[src/design/csbc_defines.svh]
// Constants for the chip-select and bus-control pin block.
`ifndef CSBC_DEFINES_SVH
`define CSBC_DEFINES_SVH
`define CSBC_ADDR_W 20
`define CSBC_NUM_MID 4
`define CSBC_NUM_PER 7
`define CSBC_REFRESH_HOLDOFF_NS 10
`define CSBC_CLK_NS 5
`define CSBC_REFRESH_HOLDOFF_CYC ((`CSBC_REFRESH_HOLDOFF_NS + `CSBC_CLK_NS - 1) / `CSBC_CLK_NS)
`endif

[src/design/csbc_pkg.sv]
// Types for the chip-select and bus-control pin block.
package csbc_pkg;
   typedef enum logic [1:0] {
      CSBC_OWN,
      CSBC_GRANTED,
      CSBC_RECLAIM
   } csbc_hold_e;
endpackage

[src/design/csbc_range_match.sv]
// Address window comparator for one chip-select output.
`timescale 1ns/100ps
`default_nettype none
`include "csbc_defines.svh"
module csbc_range_match (
   input wire logic [`CSBC_ADDR_W-1:0] addr,
   input wire logic [`CSBC_ADDR_W-1:0] base,
   input wire logic [`CSBC_ADDR_W-1:0] limit,
   input wire logic enable,
   output logic hit
);
   always_comb begin
      hit = enable && (addr >= base) && (addr <= limit);
   end
endmodule
`default_nettype wire

[src/design/csbc_top.sv]
// Chip-select, transceiver control and bus hold logic of the processor pins.
// How it works
// (RL1) Another master raises hold request; we answer with hold acknowledge and float.
// (RL2) In enhanced mode a pending refresh during hold drops hold acknowledge.
// (RL3) The external master then drops hold request so refresh can run.
// (RL4) Upper select goes low inside its upper window; stays driven in hold.
// (RL5) Lower select goes low inside its lower window; stays driven in hold.
// (RL6) Both upper and lower low at reset release enters test mode, all float.
// (RL7) Upper and lower select pins have pull-ups enabled only during reset.
// (RL8) Four mid-range selects go low inside their windows; driven in hold.
// (RL9) Enhanced mode: mid select 0 is the coprocessor transfer request input.
// (RL10) Enhanced mode: mid select 3 becomes coprocessor select for coprocessor cycles.
// (RL11) Enhanced mode: mid select 1 is the coprocessor error input.
// (RL12) Mid selects 0 and 1 have pull-ups active during reset.
// (RL13) Peripheral selects 0 to 4 go low in their I/O or memory window.
// (RL14) Peripheral selects 5 and 6 may carry latched A1 and A2, held in hold.
// (RL15) Direction low on reads, high on writes; floats in hold and reset.
// (RL16) Transceiver enable low during every memory and I/O access.
// (RL17) Transceiver enable high whenever the direction output changes.
// (RL18) Enable driven high one clock in reset then floats; floats in hold.
// (RL19) Each select other than mid select 3 in enhanced mode and latched peripheral selects 5 and 6 is high outside its window and low only during a match.
`timescale 1ns/100ps
`default_nettype none
`include "csbc_defines.svh"
module csbc_top (
   input wire logic clk,
   input wire logic srst,
   input wire logic enhanced_mode,
   input wire logic hold_request,
   input wire logic refresh_pending,
   input wire logic cycle_active,
   input wire logic cycle_is_mem,
   input wire logic cycle_is_write,
   input wire logic cycle_is_coproc,
   input wire logic [`CSBC_ADDR_W-1:0] cycle_addr,
   input wire logic [`CSBC_ADDR_W-1:0] upper_base,
   input wire logic [`CSBC_ADDR_W-1:0] lower_limit,
   input wire logic [`CSBC_NUM_MID*`CSBC_ADDR_W-1:0] mid_base,
   input wire logic [`CSBC_NUM_MID*`CSBC_ADDR_W-1:0] mid_limit,
   input wire logic [`CSBC_NUM_PER*`CSBC_ADDR_W-1:0] per_base,
   input wire logic [`CSBC_NUM_PER*`CSBC_ADDR_W-1:0] per_limit,
   input wire logic per_in_mem_space,
   input wire logic per_latched_addr_mode,
   input wire logic upper_select_pin_in,
   input wire logic lower_select_pin_in,
   input wire logic midrange_select0_pin_in,
   input wire logic midrange_select1_pin_in,
   output logic upper_mem_select_n,
   output logic lower_mem_select_n,
   output logic [`CSBC_NUM_MID-1:0] midrange_mem_select_n,
   output logic [`CSBC_NUM_MID-1:0] midrange_select_oe,
   output logic coproc_transfer_request,
   output logic coproc_error,
   output logic [4:0] periph_select_n,
   output logic periph_select5_or_latched_addr1,
   output logic periph_select6_or_latched_addr2,
   output logic xcvr_direction,
   output logic xcvr_direction_oe,
   output logic xcvr_enable_n,
   output logic xcvr_enable_oe,
   output logic hold_acknowledge,
   output logic select_pullup_en,
   output logic select_oe,
   output logic test_mode
);
   // Pin samplers: two flip-flops per asynchronous input.
   logic [3:0] pin_s1_reg, pin_s2_reg;
   logic hreq_s1_reg, hreq_s2_reg;
   always_ff @(posedge clk) begin
      pin_s1_reg <= {midrange_select1_pin_in, midrange_select0_pin_in,
                     lower_select_pin_in, upper_select_pin_in};
      pin_s2_reg <= pin_s1_reg;
      hreq_s1_reg <= hold_request;
      hreq_s2_reg <= hreq_s1_reg;
   end

   // Test-mode strap caught at the clock after reset releases.
   // The strap is read only once, so later activity on the select pins cannot leave test mode.
   logic in_reset_reg, in_reset_next, test_reg, test_next;
   always_comb begin
      in_reset_next = srst;
      test_next = test_reg;
      if (in_reset_reg && !srst) begin
         test_next = !pin_s2_reg[0] && !pin_s2_reg[1]; // RL6
      end
   end
   always_ff @(posedge clk) begin
      if (srst) begin
         test_reg <= 1'b0;
      end else begin
         test_reg <= test_next;
      end
      in_reset_reg <= in_reset_next;
   end

   // Hold arbitration.
   csbc_pkg::csbc_hold_e hstate_reg, hstate_next;
   always_comb begin
      hstate_next = hstate_reg;
      case (hstate_reg)
         csbc_pkg::CSBC_OWN: begin
            if (hreq_s2_reg && !cycle_active) begin
               hstate_next = csbc_pkg::CSBC_GRANTED; // RL1
            end
         end
         csbc_pkg::CSBC_GRANTED: begin
            if (!hreq_s2_reg) begin
               hstate_next = csbc_pkg::CSBC_OWN;
            end else if (enhanced_mode && refresh_pending) begin
               hstate_next = csbc_pkg::CSBC_RECLAIM; // RL2
            end
         end
         default: begin
            if (!hreq_s2_reg) begin
               hstate_next = csbc_pkg::CSBC_OWN; // RL3
            end
         end
      endcase
   end
   always_ff @(posedge clk) begin
      if (srst) begin
         hstate_reg <= csbc_pkg::CSBC_OWN;
      end else begin
         hstate_reg <= hstate_next;
      end
   end
   wire logic bus_held = (hstate_reg != csbc_pkg::CSBC_OWN);

   // Window comparators.
   localparam int NW = 2 + `CSBC_NUM_MID + `CSBC_NUM_PER;
   localparam logic [`CSBC_ADDR_W-1:0] ADDR_TOP = '1;
   logic [NW-1:0] hit;
   csbc_range_match u_upper (
      .addr(cycle_addr), .base(upper_base), .limit(ADDR_TOP),
      .enable(cycle_is_mem), .hit(hit[0])); // RL4
   csbc_range_match u_lower (
      .addr(cycle_addr), .base('0), .limit(lower_limit),
      .enable(cycle_is_mem), .hit(hit[1])); // RL5
   genvar g;
   generate
      for (g = 0; g < `CSBC_NUM_MID; g++) begin : g_mid
         csbc_range_match u_mid (
            .addr(cycle_addr),
            .base(mid_base[g*`CSBC_ADDR_W +: `CSBC_ADDR_W]),
            .limit(mid_limit[g*`CSBC_ADDR_W +: `CSBC_ADDR_W]),
            .enable(cycle_is_mem), .hit(hit[2+g])); // RL8
      end
      for (g = 0; g < `CSBC_NUM_PER; g++) begin : g_per
         csbc_range_match u_per (
            .addr(cycle_addr),
            .base(per_base[g*`CSBC_ADDR_W +: `CSBC_ADDR_W]),
            .limit(per_limit[g*`CSBC_ADDR_W +: `CSBC_ADDR_W]),
            .enable(cycle_is_mem == per_in_mem_space),
            .hit(hit[2+`CSBC_NUM_MID+g])); // RL13
      end
   endgenerate

   // Select and transceiver outputs.
   logic [NW-1:0] sel_n_reg, sel_n_next;
   logic [1:0] latch_reg, latch_next;
   logic dir_reg, dir_next, den_n_reg, den_n_next, hold_acknowledge_reg, hold_acknowledge_next;
   logic den_oe_reg, den_oe_next, rst_pulse_reg, rst_pulse_next;
   logic active;
   always_comb begin
      active = cycle_active && !bus_held;
      sel_n_next = ~(hit & {NW{active}}); // RL19
      if (enhanced_mode) begin
         sel_n_next[5] = !(active && cycle_is_coproc); // RL10
      end
      latch_next = latch_reg;
      if (active) begin
         latch_next = cycle_addr[2:1]; // RL14
      end
      dir_next = dir_reg;
      if (active) begin
         dir_next = cycle_is_write; // RL15
      end
      // The enable stays high in the cycle the direction flips, so the transceiver never fights.
      den_n_next = !(active && (dir_next == dir_reg)); // RL16 RL17
      hold_acknowledge_next = (hstate_next == csbc_pkg::CSBC_GRANTED);
      rst_pulse_next = srst && !in_reset_reg;
      den_oe_next = !srst && !bus_held && !test_reg; // RL18
      if (srst && !in_reset_reg) begin
         den_oe_next = 1'b1;
      end
   end
   always_ff @(posedge clk) begin
      if (srst) begin
         sel_n_reg <= '1;
         latch_reg <= 2'h0;
         dir_reg <= 1'b0;
         den_n_reg <= 1'b1;
         hold_acknowledge_reg <= 1'b0;
      end else begin
         sel_n_reg <= sel_n_next;
         latch_reg <= latch_next;
         dir_reg <= dir_next;
         den_n_reg <= den_n_next;
         hold_acknowledge_reg <= hold_acknowledge_next;
      end
      den_oe_reg <= den_oe_next;
      rst_pulse_reg <= rst_pulse_next;
   end

   // Registered pin drivers.
   always_ff @(posedge clk) begin
      if (srst) begin
         upper_mem_select_n <= 1'b1;
         lower_mem_select_n <= 1'b1;
         midrange_mem_select_n <= 4'hF;
         midrange_select_oe <= 4'h0;
         coproc_transfer_request <= 1'b0;
         coproc_error <= 1'b0;
         periph_select_n <= 5'h1F;
         periph_select5_or_latched_addr1 <= 1'b1;
         periph_select6_or_latched_addr2 <= 1'b1;
         xcvr_direction <= 1'b0;
         xcvr_direction_oe <= 1'b0; // RL15
         hold_acknowledge <= 1'b0;
         select_pullup_en <= 1'b1; // RL7 RL12
         select_oe <= 1'b0;
         test_mode <= 1'b0;
      end else begin
         upper_mem_select_n <= sel_n_reg[0];
         lower_mem_select_n <= sel_n_reg[1];
         midrange_mem_select_n <= sel_n_reg[5:2];
         midrange_select_oe <= test_reg ? 4'h0 :
                               (enhanced_mode ? 4'hC : 4'hF); // RL9 RL11
         coproc_transfer_request <= enhanced_mode && pin_s2_reg[2]; // RL9
         coproc_error <= enhanced_mode && !pin_s2_reg[3]; // RL11
         periph_select_n <= sel_n_reg[10:6];
         periph_select5_or_latched_addr1 <= per_latched_addr_mode ? latch_reg[0] :
                                            sel_n_reg[11]; // RL14
         periph_select6_or_latched_addr2 <= per_latched_addr_mode ? latch_reg[1] :
                                            sel_n_reg[12]; // RL14
         xcvr_direction <= dir_reg;
         xcvr_direction_oe <= !bus_held && !test_reg; // RL15
         hold_acknowledge <= hold_acknowledge_reg; // RL1 RL2
         select_pullup_en <= 1'b0;
         select_oe <= !test_reg; // RL6
         test_mode <= test_reg;
      end
      xcvr_enable_n <= (srst || rst_pulse_reg) ? 1'b1 : den_n_reg; // RL18
      xcvr_enable_oe <= den_oe_reg;
   end

   AST_DEN_HIGH_ON_DIR_CHANGE: assert property (@(posedge clk) disable iff (srst)
      (dir_reg != $past(dir_reg)) |-> den_n_reg) // RL17
      else $error("enable low while direction changed");
   AST_HOLD_ACKNOWLEDGE_DROPS_FOR_REFRESH: assert property (@(posedge clk) disable iff (srst)
      (hstate_reg == csbc_pkg::CSBC_RECLAIM) |=> ##1 !hold_acknowledge) // RL2
      else $error("hold acknowledge kept during refresh reclaim");
   AST_NO_SELECT_IN_HOLD: assert property (@(posedge clk) disable iff (srst)
      bus_held |=> sel_n_reg == '1) // RL19
      else $error("select asserted while bus held");
   AST_DIR_FLOATS_IN_HOLD: assert property (@(posedge clk) disable iff (srst)
      bus_held && !$past(srst) |=> !xcvr_direction_oe) // RL15
      else $error("direction driven in hold");
   AST_DEN_IDLE_HIGH: assert property (@(posedge clk) disable iff (srst)
      !cycle_active |=> den_n_reg) // RL16
      else $error("enable low without access");
   AST_SEL_STAY_DRIVEN: assert property (@(posedge clk) disable iff (srst)
      !test_reg |=> select_oe) // RL4 RL5 RL8 RL13
      else $error("selects floated outside test mode");
   AST_TEST_FLOATS: assert property (@(posedge clk) disable iff (srst)
      test_reg |=> !select_oe && midrange_select_oe == 4'h0) // RL6
      else $error("pins driven in test mode");
   AST_HOLD_ACKNOWLEDGE_NEEDS_REQ: assert property (@(posedge clk) disable iff (srst)
      hold_acknowledge |-> $past(hreq_s2_reg, 2)) // RL1
      else $error("hold acknowledge without request");
   // Further checks on the pin rules.
   AST_DEN_FLOATS_IN_HOLD: assert property (@(posedge clk) disable iff (srst)
      bus_held |=> ##1 !xcvr_enable_oe) // RL18
      else $error("enable driven in hold");
   AST_PULLUP_ONLY_IN_RESET: assert property (@(posedge clk)
      (srst |=> select_pullup_en) and (!srst |=> !select_pullup_en)) // RL7 RL12
      else $error("pull-up enable wrong for reset state");
   AST_COPROC_SELECT_ONLY: assert property (@(posedge clk) disable iff (srst)
      enhanced_mode && !cycle_is_coproc |=> sel_n_reg[5]) // RL10
      else $error("coprocessor select without coprocessor cycle");
   AST_LATCH_HELD_IN_HOLD: assert property (@(posedge clk) disable iff (srst)
      bus_held |=> latch_reg == $past(latch_reg)) // RL14
      else $error("latched address changed in hold");
   AST_UPPER_LOW_ON_MATCH: assert property (@(posedge clk) disable iff (srst)
      active && hit[0] |=> !sel_n_reg[0]) // RL4
      else $error("upper select missed a match");
   AST_LOWER_LOW_ON_MATCH: assert property (@(posedge clk) disable iff (srst)
      active && hit[1] |=> !sel_n_reg[1]) // RL5
      else $error("lower select missed a match");
   AST_DIR_FOLLOWS_WRITE: assert property (@(posedge clk) disable iff (srst)
      active |=> dir_reg == $past(cycle_is_write)) // RL15
      else $error("direction does not follow the access");
   AST_TEST_MODE_KEPT: assert property (@(posedge clk) disable iff (srst)
      test_reg |=> test_reg) // RL6
      else $error("test mode left without reset");
   AST_ENABLE_PULSE_IN_RESET: assert property (@(posedge clk)
      srst && !in_reset_reg |=> den_oe_reg) // RL18
      else $error("enable not driven on reset entry");
   AST_HOLD_ACKNOWLEDGE_DROPS_ON_RELEASE: assert property (@(posedge clk) disable iff (srst)
      !hreq_s2_reg |=> ##1 !hold_acknowledge) // RL1
      else $error("hold acknowledge kept after release");
endmodule
`default_nettype wire

[config.mk]
export PLATFORM = sky130hd
export DESIGN_NAME = csbc_top
export DESIGN_NICKNAME = d
export VERILOG_FILES = /design/src/design/csbc_pkg.sv /design/src/design/csbc_range_match.sv /design/src/design/csbc_top.sv
export VERILOG_INCLUDE_DIRS = /design/src /design/src/design
export SDC_FILE = /design/constraint.sdc
export NUM_CORES = 1
export LEC_CHECK = 0
export BUFFER_PORTS_ARGS = -buffer_cell sky130_fd_sc_hd__clkbuf_2
export CAP_MARGIN = 20
export CORE_AREA = 2 2 213 215
export CTS_CLUSTER_DIAMETER = 30
export DETAILED_ROUTE_END_ITERATION = 10
export DIE_AREA = 0 0 215 217
export GPL_TIMING_DRIVEN = 0
export PLACE_DENSITY = 0.65
export REMOVE_ABC_BUFFERS = 1
export SYNTH_ARGS = -nofsm -noshare
export SYNTH_HDL_FRONTEND = slang
export SYNTH_HIERARCHICAL = 1
export SYNTH_SLANG_ARGS = --single-unit
[constraint.sdc]
create_clock -name clk -period 1.8 [get_ports clk]
set_input_delay 0.09 -clock clk [delete_from_list [all_inputs] [get_ports clk]]
set_output_delay 0.09 -clock clk [all_outputs]
set_load 0.01 [all_outputs]
-- Word-level counts from Yosys, hierarchy flattened
Cells that the tools add are included.
Widths: inputs -> output; s select.
- latch bits: 0
- memories: 0
- register bits after elaboration: 61
- memory bits (writable): 0
- word-level logic and storage cells: 127
- output and inout bits: 27
- ROM bits: 0
- multiply operators: 0
- shift operators: 0
- reductions and logical operators: 53
- equal/unequal tests: 4
- add/subtract/negate cells: 0
- muxes and demuxes: 11
- bitwise gates (word level): 2
- div/mod/pow operators: 0
- order comparisons: 26
- operators by type and width (operator ; count):
    $ge 20x20->1 ; 12
    $le 20x20->1 ; 12
    $logic_and 1x1->1 ; 39
    $ge 20x1->1 const B ; 1
    $le 20x20->1 const B ; 1
    $and 13x13->13 ; 1
    $not 13->13 ; 1
    $logic_not 1->1 ; 10
    $mux 2 ; 5
    $mux 1 ; 5
    $eq 2x1->1 const B ; 2
    $pmux 2 s2 ; 1
    $eq 1x1->1 ; 2
    $logic_not 2->1 ; 1
    $reduce_bool 2->1 ; 1
    $reduce_or 2->1 ; 1
    $logic_or 1x1->1 ; 1

-- Depth between registers and ports, before layout
Gate-level depths: netlist of the first run.
- depth after elaboration: 7
- depth in mapped cells: 10

-- Hierarchy
The synthesis of the first run kept the hierarchy.
- modules (own cells, without submodules) (module ; cells each ; area each (um2) ; instances):
    csbc_range_match at g_mid[0].u_mid ... ; 137 ; 985.9 ; 12
    csbc_top ; 131 ; 1645.3 ; 1
    csbc_range_match at g_per[4].u_per ; 137 ; 992.2 ; 1

-- Worst setup path before layout of the first run
No wires, ideal clock.
- kind: input to register
- start: input port mid_limit[73]
- end: register sel_n_reg[5]
- library setup time: 0.114 ns
- data arrival time: 1.640 ns
- path slack: 0.046 ns
- stages on the path: 10
- required time: 1.686 ns
- cells stage by stage: inv_1 > ha_1 > a21o_1 > a221o_1 > a221o_1 > a21oi_2 > o21ai_1 > a22oi_1 > mux2_2 > nand2_1
- longest elaborated chain between the ends: 5
- ends and longest elaborated chain (what ; RTL line ; RTL):
    start: declaration ; csbc_top.sv:39 ; input wire logic [`CSBC_NUM_MID*`CSBC_ADDR_W-1:0] mid_limit,
    $le 20x20->1 ; csbc_range_match.sv:13 ; hit = enable && (addr >= base) && (addr <= limit);
    $logic_and 1x1->1 ; csbc_range_match.sv:13 ;
    named net hit[5] ; csbc_top.sv:132 ; logic [NW-1:0] hit;
    $and 13x13->13 ; csbc_top.sv:166 ; sel_n_next = ~(hit & {NW{active}});
    $not 13->13 ; csbc_top.sv:166 ;
    $mux 1 ; csbc_top.sv:167 ; if (enhanced_mode) begin
    end signal: assignment ; csbc_top.sv:195 ; sel_n_reg <= sel_n_next;
    end: declaration ; csbc_top.sv:159 ; logic [NW-1:0] sel_n_reg, sel_n_next;
The timed path passes the listed nets, and every way through them passes these cells.
A chain may end at the register's enable or synchronous reset.

-- Final worst setup path of the first run
- start: input port cycle_addr[15]
- end: register sel_n_reg[4]
- longest elaborated chain between the ends: 5
- ends and longest elaborated chain (what ; RTL line ; RTL):
    start: declaration ; csbc_top.sv:35 ; input wire logic [`CSBC_ADDR_W-1:0] cycle_addr,
    $ge 20x20->1 ; csbc_range_match.sv:13 ;
    $logic_and 1x1->1 ; csbc_range_match.sv:13 ;
    $logic_and 1x1->1 * ; csbc_range_match.sv:13 ;
    named net hit[4] ; csbc_top.sv:132 ;
    $and 13x13->13 * ; csbc_top.sv:166 ;
    $not 13->13 * ; csbc_top.sv:166 ;
Mark *: on every way through the listed nets, which the timed path passes. The rest lies on a longest branch.

==> impl_metrics.tcl, run 1 <==
set metrics [dict create \
    status "completed" \
    yosys.area_share.simple 0.160 \
    min_delay_path_depth 2 \
    numClockSinks 58 \
    gp_congestion 0.890 \
    fill_cells 4542 \
    dp_cells 3089 \
    yosysSeqAreaShare 0.0802 \
    use_met3 0.0454 \
    hpwl_um 45800 \
    power_switching_mw 2.90 \
    core_um2 44700 \
    ant_nets 0 \
    drc_errors 0 \
    avgViaCountPerCell 5.13 \
    startpoint_type "input port" \
    synth-edff-count 0 \
    grt_pass1_wl_um 86900 \
    clock.fmax_mhz 571 \
    synth_compound_area_frac 0.171 \
    regArea_um2 1160 \
    wl_um 59100 \
    timing.rr.start "hstate_reg[0]" \
    drive_above_1_share 0.248 \
    yosysWarnings 6 \
    critPathKind "input port to flip-flop" \
    instances_no_fill 3117 \
    rsz0062_at_grt "yes" \
    grt_pass1_vias 16346 \
    setup_ws_ps 49.6 \
    yosys_most_used_dff "dfxtp_1" \
    worstHoldPathType "input port to flip-flop" \
    ff2ff_path_depth 3 \
    via_count 15984 \
    areaGrowthSynthToFinish_pct 31.4 \
    grt_util_met2 0.424 \
    io_buffers 541 \
    switching_share 0.404 \
    grt_busiest_layer "met2" \
    track_usage 0.242 \
    maxSlewViolCount 0 \
    setup_tns_ps 0 \
    cts_max_level 3 \
    ff2ff_setup_slack_ps 150 \
    multi_input_area_um2 11800 \
    slew_headroom 0.395 \
    fin_crit_sh 0.972 \
    end_kind "flip-flop" \
    yosysTopAreaCell "ha_1" \
    p_leak_nw 11.6 \
    antenna_found_initial 2 \
    final-hold-violation-count 0 \
    avgSynthCellArea_um2 7.57 \
    muxShareOfSynthArea 0.00294 \
    dr.pass1.iters 5 \
    holdWs_ps 55.8 \
    crit_arrival_ps 1970 \
    crit_required_ps 2020 \
    crit_path_max_fanout 26 \
    dpl_worst_slack_ps -1630 \
    grt_max_degree 34 \
    cts_tree "built" \
    ys_types 46 \
    numCtsBuffers 9 \
    pwr-share-clk 0.274 \
    synth_area_leaders "ha_1 45%, inv_1 13%, dfxtp_1 8.0%" \
    synth_top_area_share 0.450 \
    die-area_um2 46700 \
    synth_top_family_by_area "adder cells" \
    worst_pin_slew_ps 908 \
    die_h_um 217 \
    synthAdderAreaFrac 0.450 \
    synth_seq_cells 58 \
    p_int_mw 4.29 \
    cts_root_buffer "clkbuf_16" \
    finalSetupViolCount 0 \
    fin_skew_ps 5.71 \
    fin_nets 3546 \
    die_w_um 215 \
    post_drt_wl_per_cell_um 18.9 \
    io_pins 542 \
    synth_area_um2 14500 \
    start_util 0.324 \
    worstHoldEndpoint "midrange_select_oe[1]" \
    drtIter0Drc 1224 \
    drv_cap 0 \
    power_density_nw_per_um2 378 \
    power_mw 7.19 \
    largest_register_ffs 13 \
    p_seq_frac 0.189 \
    holdCritStartpoint "enhanced_mode" \
    synth_xor_area_frac 0.00121 \
    final_common_cell "clkbuf_2" \
    peakVddDrop_mv 0.434 \
    overflow 0 \
    layout_common_cells "521 x clkbuf_2, 512 x ha_1, 507 x inv_1, 144 x a21oi_1, 131 x nand2_1" \
    clockBufferDepth 2 \
    synthArstFlopShare 0 \
    clkTransAtPathRegs_ps 60 \
    syn_inst 1912 \
    period_minus_slack_ps 1750 \
    r2r-end "sel_n_reg[8]" \
    core.rowCount 78 \
    power_frac_comb 0.537 \
    clk_latency_ps 350 \
    globalRouteMet1Util 0.288 \
]
[cell families after synthesis]
group | Yosys count
and+or+nand+nor | 418
DFF | 58
other | 2
muxes | 4
adders and majority gates | 520
buffers and inverters | 513
xor gates and xnor gates | 2
AOI/OAI and AO/OA | 395
[Yosys cell counts, drive strengths merged, types with 5 or more instances]
| library cell | count |
|---|---|
| a221o | 26 |
| nor2b | 35 |
| buf | 5 |
| nand2 | 131 |
| o21ai | 104 |
| a21oi | 157 |
| nand4 | 52 |
| or2 | 12 |
| nor4 | 14 |
| inv | 507 |
| nor4b | 15 |
| nand2b | 18 |
| ha | 520 |
| nand3 | 26 |
| and4 | 39 |
| a22oi | 13 |
| a21o | 26 |
| nor2 | 42 |
| and2 | 26 |
| a211oi | 26 |
| dfxtp | 58 |
| a221oi | 13 |
| a41oi | 13 |
| o31ai | 13 |
[metrics by stage]
stage,instance area (µm²),utilization
global route,19000,0.425
finish,19000,0.425
floorplan,14600,-
global placement,18000,0.403
detailed placement,18100,0.406
CTS,18800,0.421
[routing by layer]
layer / part of all wire / wire length [µm] / vias to the layer above
met3: 0.077 / 4530 / 145
li1: - / - / 7784
met4: 0.040 / 2350 / 2
met1: 0.41 / 24400 / 7372
met5: 0.00020 / 12 / -
met2: 0.47 / 27700 / 681
[critical path, cell delays in order]
cell and delay (ps):
clkbuf_16 210, ha_4 290, and2_1 160, a221o_1 340, a221o_1 400, a21oi_2 120, o21ai_1 90, a22oi_2 150
nand2_1 60
[repair_timing]
item | CTS | global route
cloned | 0 | 2
buffers inserted | 3 | 0
hold buffers | 7 | 0
pin swaps | 2 | 6
setup endpoints to repair | 13 | 10
resized for setup | 53 | 27
endpoints found under the hold margin | 8 | 0
[worst max-delay path by stage]
stage	startpoint	endpoint	depth (start not counted)
6_report	cycle_addr[15]	sel_n_reg[4]	9
5_1_grt	cycle_addr[0]	sel_n_reg[5]	11
4_1_cts	cycle_addr[10]	sel_n_reg[4]	10
3_5_place_dp	cycle_addr[11]	sel_n_reg[4]	9
3_3_place_gp	cycle_addr[9]	sel_n_reg[4]	9
2_1_floorplan	mid_limit[73]	sel_n_reg[5]	10
[power by group through the flow]
| stage | combinational [mW] | sequential [mW] | clock (mW) |
|---|---|---|---|
| 2_1_floorplan | 2.00 | 1.39 | 0 |
| 3_5_place_dp | 3.65 | 1.39 | 0 |
| 5_1_grt | 4.36 | 1.36 | 2.09 |
| 4_1_cts | 3.76 | 1.36 | 2.04 |
| 6_report | 3.86 | 1.36 | 1.97 |
| 3_3_place_gp | 3.42 | 1.39 | 0 |
[cell type report]
class	count	area share
clock buffers	9	0.0118
well taps	600	0.0395
inverters	507	0.100
diodes	1	0.000132
clock inverters	7	0.00533
flip-flops and latches	58	0.0611
multi-input cells	1379	0.618
repair buffers	556	0.164
Power figures use the tool's default switching activity.
==> inputs of run 2 (changes only) <==
--- a/config.mk
+++ b/config.mk
@@ -10,10 +10,11 @@
 export CAP_MARGIN = 20
 export CORE_AREA = 2 2 213 215
 export CTS_CLUSTER_DIAMETER = 30
+export CTS_CLUSTER_SIZE = 30
 export DETAILED_ROUTE_END_ITERATION = 10
 export DIE_AREA = 0 0 215 217
 export GPL_TIMING_DRIVEN = 0
-export PLACE_DENSITY = 0.65
+export PLACE_DENSITY = 0.6
 export REMOVE_ABC_BUFFERS = 1
 export SYNTH_ARGS = -nofsm -noshare
 export SYNTH_HDL_FRONTEND = slang
==> run 2 against run 1 <==
Against the previous run:
- via count is 2.9% lower
- sequential power about the same
- fmax decreased by 0.64%
- cell count increased by 0.19%
- register-to-register slack better by 20 ps
- die area stayed put
==> impl_metrics.tcl, run 2 (synthesized netlist as in run 1, its figures left out) <==
set metrics [dict create \
    status "completed" \
    grt_pass1_vias 15938 \
    drc_errors 0 \
    p_leak_nw 11.6 \
    numClockSinks 58 \
    globalRouteMet1Util 0.290 \
    crit_arrival_ps 2000 \
    end_kind "flip-flop" \
    cts_root_buffer "clkbuf_16" \
    die-area_um2 46700 \
    io_buffers 541 \
    power_density_nw_per_um2 376 \
    cts_tree "built" \
    hpwl_um 45000 \
    slew_headroom 0.425 \
    fin_crit_sh 0.979 \
    die_h_um 217 \
    areaGrowthSynthToFinish_pct 31.7 \
    largest_register_ffs 13 \
    core.rowCount 78 \
    start_util 0.324 \
    cts_max_level 3 \
    dr.pass1.iters 5 \
    post_drt_wl_per_cell_um 18.3 \
    finalSetupViolCount 0 \
    worst_pin_slew_ps 862 \
    holdCritStartpoint "per_latched_addr_mode" \
    crit_required_ps 2040 \
    regArea_um2 1160 \
    clockBufferDepth 2 \
    avgViaCountPerCell 4.97 \
    grt_util_met2 0.426 \
    timing.rr.start "hstate_reg[0]" \
    startpoint "cycle_addr[13]" \
    via_count 15524 \
    clk_latency_ps 340 \
    numCtsBuffers 9 \
    rsz0062_at_grt "yes" \
    clock.fmax_mhz 568 \
    critPathKind "input port to flip-flop" \
    setup_ws_ps 38.4 \
    clkTransAtPathRegs_ps 60 \
    grt_max_degree 34 \
    grt_pass1_wl_um 85400 \
    maxSlewViolCount 0 \
    antenna_found_initial 4 \
    drtIter0Drc 866 \
    die_w_um 215 \
    crit_path_max_fanout 7 \
    drive_above_1_share 0.249 \
    grt_busiest_layer "met2" \
    layout_common_cells "521 x clkbuf_2, 509 x ha_1, 507 x inv_1, 143 x a21oi_1, 131 x nand2_1" \
    use_met3 0.0379 \
    ant_nets 0 \
    wl_um 57200 \
    final-hold-violation-count 0 \
    dpl_worst_slack_ps -1160 \
    fin_skew_ps 4.41 \
    fin_nets 3548 \
    drv_cap 0 \
    period_minus_slack_ps 1760 \
    track_usage 0.237 \
    gp_congestion 0.886 \
    setup_tns_ps 0 \
    io_pins 542 \
    worstHoldPathType "input port to flip-flop" \
    core_um2 44700 \
    peakVddDrop_mv 0.377 \
    final_common_cell "clkbuf_2" \
    startpoint_type "input port" \
    multi_input_area_um2 11700 \
    overflow 0 \
    fill_cells 4627 \
]
run 2: power breakdown:
group / total [mW] / leakage (nW) / switching, mW / internal [mW]
Sequential: 1.36 / 0.478 / 0.0241 / 1.34
Clock: 1.97 / 0.152 / 0.744 / 1.22
Combinational: 3.84 / 10.9 / 2.10 / 1.74
Total: 7.16 / 11.6 / 2.87 / 4.30
run 2: final cells by class:
| cell class | count | area share |
|---|---|---|
| antenna | 5 | 0.000657 |
| clock buffer | 9 | 0.0118 |
| clock inverter | 7 | 0.00532 |
| inverter | 507 | 0.0999 |
| multi-input combinational | 1379 | 0.616 |
| sequential | 58 | 0.0610 |
| tap | 600 | 0.0394 |
| timing repair buffer | 558 | 0.166 |
run 2: layer usage:
layer / vias to the layer above / routed length, µm
met5: - / 27
met4: 4 / 1650
met3: 86 / 3250
met2: 544 / 27200
met1: 7098 / 25000
li1: 7792 / -
run 2: path summary, 6_finish.rpt:
path,endpoint,slack (ps),cells past startpoint
setup reg to reg,sel_n_reg[1],170,3
hold reg to reg,pin_s2_reg[0],330,0
hold / removal,periph_select6_or_latched_addr2,30,2
setup / recovery,sel_n_reg[5],40,11
run 2: critical path, cell delays in order:
cell	delay (ps)
clkbuf_16	150
buf_12	180
ha_4	220
a21o_1	150
a221o_1	290
a221o_1	340
a21oi_2	100
o21ai_1	80
a22oi_2	180
mux2_4	170
nand2_1	40
run 2: through the flow:
stage                     area, µm²  cells  power [mW]  hold slack (ps)  utilization
after floorplan               14600   1944        3.40              118            -
after CTS                     18800   3116        7.17             9.90        0.421
after detailed placement      18200   3091        5.04              195        0.406
after global routing          19000   3120        7.82             31.3        0.426
final                         19000   3123        7.16             29.3        0.426
after global placement        18000   3085        4.82              195        0.403
run 2: repair_timing:
item,CTS,global route
endpoints found under the setup margin,13,12
hold buffers,6,0
pin swaps,4,19
gates cloned,1,0
buffers inserted,2,3
hold endpoints to repair,6,0
gates resized for setup,47,36
